<file path="src/rtl/rca_pkg.sv">
// Package for the calibration and alarm block: register map, fields, timing
package rca_pkg;

  // Register word offsets on the plain register port
  localparam logic [3:0] ADDR_CAL       = 4'h0;
  localparam logic [3:0] ADDR_ALM_CFG   = 4'h1;
  localparam logic [3:0] ADDR_ALM_MATCH = 4'h2;
  localparam logic [3:0] ADDR_CTRL      = 4'h3;
  localparam logic [3:0] ADDR_IRQ_STAT  = 4'h4;
  localparam logic [3:0] ADDR_IRQ_EN    = 4'h5;
  localparam logic [3:0] ADDR_IRQ_CLR   = 4'h6;
  localparam logic [3:0] ADDR_TIME      = 4'h7;

  // Alarm configuration field positions
  localparam int ALM_EN_BIT    = 15;
  localparam int INDEFINITE_REPEAT_BIT     = 14;
  localparam int MASK_LSB      = 10;
  localparam int MASK_W        = 4;
  localparam int RPT_W         = 8;

  // Control register bit positions
  localparam int CTRL_TMR_ON   = 0;
  localparam int CTRL_SYNC     = 1;
  localparam int CTRL_WDAY_LSB = 4;

  // Interrupt status bit positions
  localparam int IRQ_ALARM     = 0;
  localparam int IRQ_CAL       = 1;
  localparam int IRQ_W         = 2;

  // Reset values and the indefinite-repeat reload count
  localparam logic [15:0] CAL_RST      = 16'h0000;
  localparam logic [15:0] ALM_CFG_RST  = 16'h0000;
  localparam logic [31:0] MATCH_RST    = 32'h0000_0000;
  localparam logic [7:0]  RPT_FULL     = 8'hFF;

  // Timing: 50 MHz system clock, 32768 Hz timebase
  localparam int CLK_HZ         = 50_000_000;
  localparam int XTAL_HZ        = 32_768;
  localparam int CAL_SCALE      = 4;
  localparam int TICKS_HALF_SEC = XTAL_HZ / 2;
  localparam int HALF_PER_MIN   = 120;
  localparam int SYNC_WINDOW    = 32;

  // Digit set compared by the alarm: BCD time of day and date
  typedef struct packed {
    logic [7:0] month_day;
    logic [7:0] hours;
    logic [7:0] minutes;
    logic [7:0] seconds;
  } rca_time_s;

  // Register port request
  typedef struct packed {
    logic        wr;
    logic        rd;
    logic [3:0]  addr;
    logic [31:0] wdata;
  } rca_req_s;

endpackage

</file>
<file path="src/rtl/rca_core.sv">
// Calibration and masked-digit alarm logic of the real-time calendar
// Overview of operation
// - Signed calibration times four, applied each minute
// - Alarm runs while enabled; hardware clears enable
// - Interval mask selects digits that must match
// - Zero repeat gives one alarm; FFh gives 256
// - Decrement count per alarm; final alarm disables
// - Indefinite repeat wraps count to FFh
// - Interrupt request on every alarm event
// - Alarm pulse output toggles each event
// - Intervals from half second to one month
//
// The implementer's own choices: strobed register access and the address map.
module rca_core #(
  parameter int TICKS_HALF_SEC = rca_pkg::TICKS_HALF_SEC
) (
  // Clock and reset
  input  wire logic              clk,
  input  wire logic              rst_n,
  // Timebase and calendar
  input  wire logic              xtal_tick,
  input  wire rca_pkg::rca_time_s cal_time,
  input  wire logic [2:0]        weekday,
  // Register port
  input  wire rca_pkg::rca_req_s reg_req,
  output logic [31:0]            rdata,
  // Outputs to the calendar and system
  output logic                   half_sec,
  output logic                   adj_valid,
  output logic signed [9:0]      adj_pulses,
  output logic                   alarm_pulse,
  output logic                   irq
);
  import rca_pkg::*;

  // Divider width follows the half-second count
  localparam int DIV_W = $clog2(TICKS_HALF_SEC + 1);
  localparam logic [DIV_W-1:0] DIV_LAST = DIV_W'(TICKS_HALF_SEC - 1);
  localparam logic [6:0] MIN_LAST = 7'(HALF_PER_MIN - 1);
  // Short dividers shrink the unsafe window so it never spans the whole half
  localparam int SYNC_TICKS = (TICKS_HALF_SEC > 4 * SYNC_WINDOW) ? SYNC_WINDOW
                                                                 : TICKS_HALF_SEC / 4;
  localparam logic [DIV_W-1:0] SYNC_FROM = DIV_W'(TICKS_HALF_SEC - 1 - SYNC_TICKS);

  logic [15:0]          calibration_register;
  logic [15:0]          alarm_config_register;
  rca_time_s            alarm_match_value;
  logic [2:0]           alarm_weekday;
  logic                 timer_on;
  logic [IRQ_W-1:0]     irq_stat;
  logic [IRQ_W-1:0]     irq_en;
  logic [DIV_W-1:0]     div_cnt;
  logic [6:0]           half_cnt;
  logic                 half_tick;
  logic                 minute_tick;
  logic                 alarm_event;
  logic                 match_prev;
  logic                 match_now;
  logic                 rollover_sync_flag;
  logic [IRQ_W-1:0]     irq_set;

  // Fields of the alarm configuration register
  wire logic alarm_enable        = alarm_config_register[ALM_EN_BIT];
  wire logic indefinite_repeat   = alarm_config_register[INDEFINITE_REPEAT_BIT];
  wire logic [MASK_W-1:0] alarm_interval_mask =
    alarm_config_register[MASK_LSB +: MASK_W];
  wire logic [RPT_W-1:0] alarm_repeat_count = alarm_config_register[RPT_W-1:0];

  // Write strobe decode shared by every writable register
  function automatic logic wr_hit(input rca_req_s r, input logic [3:0] a);
    return r.wr && (r.addr == a);
  endfunction

  // Half-second divider on the crystal tick
  always_ff @(posedge clk or negedge rst_n) begin
    if (!rst_n) begin
      div_cnt   <= '0;
      half_tick <= 1'b0;
    end else begin
      half_tick <= 1'b0;
      // Timer off parks the divider so a restart begins a full half second
      if (!timer_on) begin
        div_cnt <= '0;
      end else if (xtal_tick) begin
        if (div_cnt == DIV_LAST) begin
          div_cnt   <= '0;
          half_tick <= 1'b1;
        end else begin
          div_cnt <= div_cnt + 1'b1;
        end
      end
    end
  end

  // Minute counter for the periodic correction
  always_ff @(posedge clk or negedge rst_n) begin
    if (!rst_n) begin
      half_cnt    <= '0;
      minute_tick <= 1'b0;
    end else begin
      minute_tick <= 1'b0;
      if (!timer_on) begin
        half_cnt <= '0;
      end else if (half_tick) begin
        if (half_cnt == MIN_LAST) begin
          half_cnt    <= '0;
          minute_tick <= 1'b1;
        end else begin
          half_cnt <= half_cnt + 1'b1;
        end
      end
    end
  end

  // Sync flag high near a rollover, where config edits are unsafe
  always_ff @(posedge clk or negedge rst_n) begin
    if (!rst_n) begin
      rollover_sync_flag <= 1'b0;
    end else begin
      rollover_sync_flag <= timer_on && (div_cnt >= SYNC_FROM);
    end
  end

  // Correction handed to the calendar counter once a minute
  always_ff @(posedge clk or negedge rst_n) begin
    if (!rst_n) begin
      adj_valid  <= 1'b0;
      adj_pulses <= '0;
    end else begin
      adj_valid <= minute_tick && (calibration_register[7:0] != 8'h00);
      // Held until the next minute so the calendar may latch it late
      if (minute_tick) begin
        adj_pulses <= 10'(signed'(calibration_register[7:0]) * CAL_SCALE);
      end
    end
  end

  // Seconds square wave for the calendar
  always_ff @(posedge clk or negedge rst_n) begin
    if (!rst_n) begin
      half_sec <= 1'b0;
    end else if (half_tick) begin
      half_sec <= ~half_sec;
    end
  end

  // Per-digit equality terms shared by the mask decode
  logic sec_ones_eq;
  logic sec_eq;
  logic min_ones_eq;
  logic min_eq;
  logic hour_eq;
  logic day_eq;
  logic wday_eq;

  assign sec_ones_eq = alarm_match_value.seconds[3:0] == cal_time.seconds[3:0];
  assign sec_eq      = alarm_match_value.seconds == cal_time.seconds;
  assign min_ones_eq = alarm_match_value.minutes[3:0] == cal_time.minutes[3:0];
  assign min_eq      = alarm_match_value.minutes == cal_time.minutes;
  assign hour_eq     = alarm_match_value.hours == cal_time.hours;
  assign day_eq      = alarm_match_value.month_day == cal_time.month_day;
  assign wday_eq     = alarm_weekday == weekday;

  // Mask code selects which digits must match; codes above 9 never fire
  always_comb begin
    unique case (alarm_interval_mask)
      4'h0:       match_now = 1'b1;
      4'h1:       match_now = 1'b1;
      4'h2:       match_now = sec_ones_eq;
      4'h3:       match_now = sec_eq;
      4'h4:       match_now = sec_eq && min_ones_eq;
      4'h5:       match_now = sec_eq && min_eq;
      4'h6:       match_now = sec_eq && min_eq && hour_eq;
      4'h7:       match_now = sec_eq && min_eq && hour_eq && wday_eq;
      4'h8, 4'h9: match_now = sec_eq && min_eq && hour_eq && day_eq;
      default:    match_now = 1'b0;
    endcase
  end

  // Half-second mask fires on every tick, every-second mask on each whole
  // second, coarser ones once per new match; the match history moves only
  // on whole seconds, so a match that starts mid-second is still caught
  always_ff @(posedge clk or negedge rst_n) begin
    if (!rst_n) begin
      alarm_event <= 1'b0;
      match_prev  <= 1'b0;
    end else begin
      alarm_event <= 1'b0;
      if (half_tick) begin
        if (!half_sec) begin
          match_prev <= match_now;
        end
        alarm_event <= alarm_enable && match_now &&
                       ((alarm_interval_mask == 4'h0) ||
                        (!half_sec && ((alarm_interval_mask == 4'h1) ||
                                       !match_prev)));
      end
    end
  end

  // Alarm configuration; a write in the event cycle wins over the count update
  always_ff @(posedge clk or negedge rst_n) begin
    if (!rst_n) begin
      alarm_config_register <= ALM_CFG_RST;
    end else if (wr_hit(reg_req, ADDR_ALM_CFG)) begin
      alarm_config_register <= reg_req.wdata[15:0];
    end else if (alarm_event) begin
      if (alarm_repeat_count != 8'h00) begin
        alarm_config_register[RPT_W-1:0] <= alarm_repeat_count - 8'h01;
      end else if (indefinite_repeat) begin
        alarm_config_register[RPT_W-1:0] <= RPT_FULL;
      end else begin
        alarm_config_register[ALM_EN_BIT] <= 1'b0;
      end
    end
  end

  // Calibration, match and control writes
  always_ff @(posedge clk or negedge rst_n) begin
    if (!rst_n) begin
      calibration_register <= CAL_RST;
      alarm_match_value    <= MATCH_RST;
      alarm_weekday        <= '0;
      timer_on             <= 1'b0;
    end else begin
      if (wr_hit(reg_req, ADDR_CAL)) begin
        calibration_register <= reg_req.wdata[15:0];
      end
      if (wr_hit(reg_req, ADDR_ALM_MATCH)) begin
        alarm_match_value <= reg_req.wdata;
      end
      if (wr_hit(reg_req, ADDR_CTRL)) begin
        timer_on      <= reg_req.wdata[CTRL_TMR_ON];
        alarm_weekday <= reg_req.wdata[CTRL_WDAY_LSB +: 3];
      end
    end
  end

  // Alarm output runs at half the alarm rate
  always_ff @(posedge clk or negedge rst_n) begin
    if (!rst_n) begin
      alarm_pulse <= 1'b0;
    end else if (alarm_event) begin
      alarm_pulse <= ~alarm_pulse;
    end
  end

  // Sticky status; a set in the clearing cycle wins
  assign irq_set = {adj_valid, alarm_event};

  always_ff @(posedge clk or negedge rst_n) begin
    if (!rst_n) begin
      irq_stat <= '0;
      irq_en   <= '0;
    end else begin
      if (wr_hit(reg_req, ADDR_IRQ_EN)) begin
        irq_en <= reg_req.wdata[IRQ_W-1:0];
      end
      if (wr_hit(reg_req, ADDR_IRQ_CLR)) begin
        irq_stat <= (irq_stat & ~reg_req.wdata[IRQ_W-1:0]) | irq_set;
      end else begin
        irq_stat <= irq_stat | irq_set;
      end
    end
  end

  // Level interrupt, one cycle behind the status
  always_ff @(posedge clk or negedge rst_n) begin
    if (!rst_n) begin
      irq <= 1'b0;
    end else begin
      irq <= |(irq_stat & irq_en);
    end
  end

  // Read data in the cycle after the strobe; unmapped reads as zero
  always_ff @(posedge clk or negedge rst_n) begin
    if (!rst_n) begin
      rdata <= '0;
    end else if (reg_req.rd) begin
      unique case (reg_req.addr)
        ADDR_CAL:       rdata <= {16'h0000, calibration_register};
        ADDR_ALM_CFG:   rdata <= {16'h0000, alarm_config_register};
        ADDR_ALM_MATCH: rdata <= alarm_match_value;
        ADDR_CTRL:      rdata <= {25'h0, alarm_weekday, 2'h0,
                                  rollover_sync_flag, timer_on};
        ADDR_IRQ_STAT:  rdata <= {30'h0, irq_stat};
        ADDR_IRQ_EN:    rdata <= {30'h0, irq_en};
        ADDR_TIME:      rdata <= cal_time;
        default:        rdata <= '0;
      endcase
    end else begin
      rdata <= '0;
    end
  end

endmodule

</file>
<file path="config.mk">
export PLATFORM = sky130hd
export DESIGN_NAME = rca_core
export DESIGN_NICKNAME = d
export VERILOG_FILES = /design/src/rtl/rca_pkg.sv /design/src/rtl/rca_core.sv
export SDC_FILE = /design/constraint.sdc
export NUM_CORES = 1
export LEC_CHECK = 0
export BUFFER_PORTS_ARGS = -buffer_cell sky130_fd_sc_hd__buf_2
export CAP_MARGIN = 30
export CORE_MARGIN = 5
export CORE_UTILIZATION = 56
export CTS_CLUSTER_DIAMETER = 80
export CTS_CLUSTER_SIZE = 40
export DETAILED_ROUTE_END_ITERATION = 12
export PLACE_DENSITY = 0.8
export RECOVER_POWER = 25
export SETUP_SLACK_MARGIN = 0.05
export SYNTH_ARGS = -nofsm -noshare
export SYNTH_HDL_FRONTEND = slang
export SYNTH_SLANG_ARGS = --single-unit
export TNS_END_PERCENT = 30
</file>
<file path="constraint.sdc">
create_clock -name clk -period 2.05 [get_ports clk]
set_clock_uncertainty 0.1 [all_clocks]
set_input_delay 0.1025 -clock clk [delete_from_list [all_inputs] [get_ports clk]]
set_output_delay 0.1025 -clock clk [all_outputs]
set_load 0.01 [all_outputs]
</file>
==> metrics.md <==
| Metric | Value |
|---|---|
| Setup-failing EPs final | `0` |
| Fmax | `~0.52 GHz` |
| Die W | `roughly 120 µm` |
| Number of routed nets with antenna violations | `0` |
| Worst Hold Launch | `cal_time[0]` |
| TritonCTS clock tree | `yes` |
| Clock tree sinks | `roughly 140` |
| Max-capacitance violation count | `0` |
| CP Launch Type | `flop` |
| Die Ht | `119 µm` |
| Sequential area share after synthesis | `a little over half` |
| Setup TNS | `0 ns` |
| Reg-to-reg endpoint | `alarm_config_register[7]$_DFFE_PN0P_` |
| Mapped cell area | `roughly 6700 µm²` |
| Crit Path Class | `reg -> reg` |
| Ys flop type | `dfrtp_1` |
| Total GRT Usage | `approximately 27%` |
| Asr flop ratio synth | `100%` |
| Synth warn | `0` |
| Max Slew Vio Count | `0` |
| Initial Utilization | `56.5%` |
| Clock Latency Late Sink | `about 0.43 ns` |
| Setup WS post-layout | `0.117 ns` |
| Peak supply drop | `roughly 0.00056 V` |
| Initial antenna violation count | `2` |
| Routed wire length | `18300 µm` |
| Pre-Repair DR Iteration Count | `5` |
| Fin crit period | `1.93 ns` |
| RR Startpoint | `alarm_config_register[2]$_DFFE_PN0P_` |
| I/O pin count | `approximately 120` |
| DR DRC count | `0` |
| R2r worst-path depth | `5` |
| Placer Congestion | `a little over 0.9` |
| Pre-CTS setup slack | `just over 0.06 ns` |
| Post-synth EDFFs | `0` |
| Total power draw | `roughly 7.9 mW` |
| Worst-path fanout max | `7` |
| Mean post-synth cell area | `approximately 11 µm²` |
| Vias in the first global route | `approximately 6000` |
| Crit-path slowest cell | `dfrtp_2` |
| CP Capture Type | `flop` |
| Global-route wire length before repair | `a little over 30000 µm` |
| Detailed Place HPWL | `11800 µm` |
| Placed insts | `roughly 850` |
| Max transition margin | `4.71%` |
| Largest net degree at the start of global routing | `56` |
| # rows | `40` |
| Hold Path Cell Cnt | `5` |
| Clk buf depth | `2` |
| Stages on the worst setup path | `5` |
| CP arrival | `around 2.1 ns` |
| I/O Buffers | `between 100 and 150` |
| Commonest non-fill, non-tap cells in the layout | `dfrtp_1 (142), buf_2 (116), dlygate4sd3_1 (64)` |
| CP peak stage delay | `around 0.45 ns` |
| Crit path required time | `2.26 ns` |
| Final net count | `approximately 870` |
| Reg clk slew, reported paths | `~0.06 ns` |
| Post-CTS setup buffer count | `0` |
| CTS root buffer | `clkbuf_16` |
| DR iter-0 viols | `510` |
| Synthesized instance count | `592` |
| Netlist cell types | `59` |
| RSZ-0062 raised after global routing | `true` |
| Final Non-Filler Cells | `about 950` |
| WP buf/inv | `0` |
| Power Dens Cells | `900 nW/µm²` |
| Die area | `between 10000 and 15000 µm²` |
| WHS Endpoint | `rdata[0]$_DFF_PN0_` |
| Clock buffer count from CTS | `17` |
| Top delay family on crit path | `simple AND/OR/NAND/NOR gates` |
| WL/cell | `about 19 µm` |
| Ratio of cells with drive above 1 in the final layout | `a little under a third` |
| Vias | `approximately 5600` |
| Commonest non-fill, non-tap cell in the layout | `dfrtp_1` |
| Leak | `4.02 nW` |
| H-Tree Depth | `4` |
| Hold Crit Class | `in -> reg` |
| Status | `completed` |
| Endpoints failing hold | `0` |
| Fill cells | `773` |
| Least-Margin Pin Slew | `between 1 and 1.5 ns` |
| Synthesized flop and latch total | `between 100 and 150` |
| Core area | `between 10000 and 15000 µm²` |
| Setup slack, reg-to-reg | `0.12 ns` |
| Vias/cell | `between 5 and 6` |
| Final period utilization | `between 90 and 100%` |
| CP cell instances | `or3_4 -> or3_4 -> or3_4 -> o22ai_2 -> a21oi_1` |
| Most frequent CP cell | `or3_4` |
| Grt ovf | `0` |
| Layout area overhead | `30.8%` |
-- state kept, by name, indices dropped and copies added (netlist names), 2 cells and up --
name and count:
rdata 32, div_cnt 15, half_cnt 7, alarm_match_value 32, alarm_weekday 3, adj_pulses 8
irq_stat 2, irq_en 2, alarm_config_register 16, calibration_register 16
-- cell usage after synthesis, types with 4 or more instances --
library cell,number,area share [%]
mux2_2,62,10
nand4_1,11,1.0
buf_2,10,0.75
o21ai_0,11,0.82
nand2b_1,5,0.47
dfrtp_1,143,53
inv_1,8,0.45
nor2_1,37,2.1
a22oi_1,46,5.2
and2_1,6,0.56
a21oi_1,28,2.1
nor4_1,4,0.37
nand2_1,55,3.1
ha_1,4,0.75
o22ai_1,4,0.37
clkbuf_1,14,0.78
nand3_1,11,0.82
xnor2_1,37,4.8
nor2b_1,6,0.56
a31oi_1,6,0.56
xor2_1,14,1.8
nor3_1,10,0.75
-- cells by family after synthesis --
logic type / share of synthesized area, %
compound gates: 11.8
xor+xnor: 6.66
fa+ha+maj: 0.746
buf+inv: 2.56
flops: 53.4
mux: 11.4
other cells: 0.0559
simple gates: 13.4
-- cell type report --
cell class	count	area (µm²)	share of cell area (%)
multi-input cells	413	3010	34.3
well taps	147	184	2.10
flip-flops and latches	143	3580	40.8
diodes	1	2.50	0.0285
clock buffers	23	498	5.68
repair buffers	202	1410	16.1
clock inverters	9	57.6	0.656
inverters	8	30.0	0.342
-- where the power goes --
| part | internal, mW | switching [mW] | leakage [nW] |
|---|---|---|---|
| clock | 1.70 | 1.16 | 0.275 |
| combinational | 0.730 | 0.667 | 1.88 |
| sequential | 3.21 | 0.429 | 1.86 |
-- per-layer routing --
| layer | routed length, µm | part of all wire [%] | up-vias | global-route usage [%] |
|---|---|---|---|---|
| met5 | 11 | 0.060 | - | 0 |
| met4 | 802 | 4.4 | 2 | 14.2 |
| met3 | 1120 | 6.1 | 70 | 6.27 |
| met2 | 9110 | 50 | 253 | 44.4 |
| met1 | 7230 | 40 | 2754 | 32.9 |
| li1 | - | - | 2522 | - |
-- worst reg2reg max path: stages, from the launching register on --
cell and delay (ns):
dfrtp_2 0.45, or3_4 0.41, or3_4 0.35, or3_4 0.33, o22ai_2 0.09, a21oi_1 0.08
-- metrics by stage --
| stage | hold WS (ns) | area, µm² | util (%) |
|---|---|---|---|
| after detailed placement | 0.00197 | 7540 | 63.6 |
| after CTS | 0.000790 | 8740 | 73.7 |
| after global placement | -0.0107 | 7540 | 63.6 |
| after global routing | 0.0693 | 8770 | 73.9 |
| final | 0.0135 | 8770 | 73.9 |
| after floorplan | -0.293 | 6710 | - |
-- repair_timing --
item | in CTS | in global routing
gates resized for setup | 0 | 7
hold buffers | 64 | 0
setup endpoints to repair | 0 | 9
endpoints found under the hold margin | 226 | 0
-- worst max path at each step --
stage / end / from / slack, ns
2_1_floorplan: alarm_config_register[7]$_DFFE_PN0P_ / alarm_config_register[2]$_DFFE_PN0P_ / 0.20
3_3_place_gp: alarm_config_register[7]$_DFFE_PN0P_ / alarm_config_register[2]$_DFFE_PN0P_ / 0.15
3_5_place_dp: alarm_config_register[6]$_DFFE_PN0P_ / alarm_config_register[4]$_DFFE_PN0P_ / 0.06
4_1_cts: alarm_config_register[6]$_DFFE_PN0P_ / alarm_config_register[4]$_DFFE_PN0P_ / 0.07
5_1_grt: alarm_config_register[7]$_DFFE_PN0P_ / alarm_config_register[2]$_DFFE_PN0P_ / 0.04
6_report: alarm_config_register[7]$_DFFE_PN0P_ / alarm_config_register[2]$_DFFE_PN0P_ / 0.12
Power figures use the tool's default switching activity.
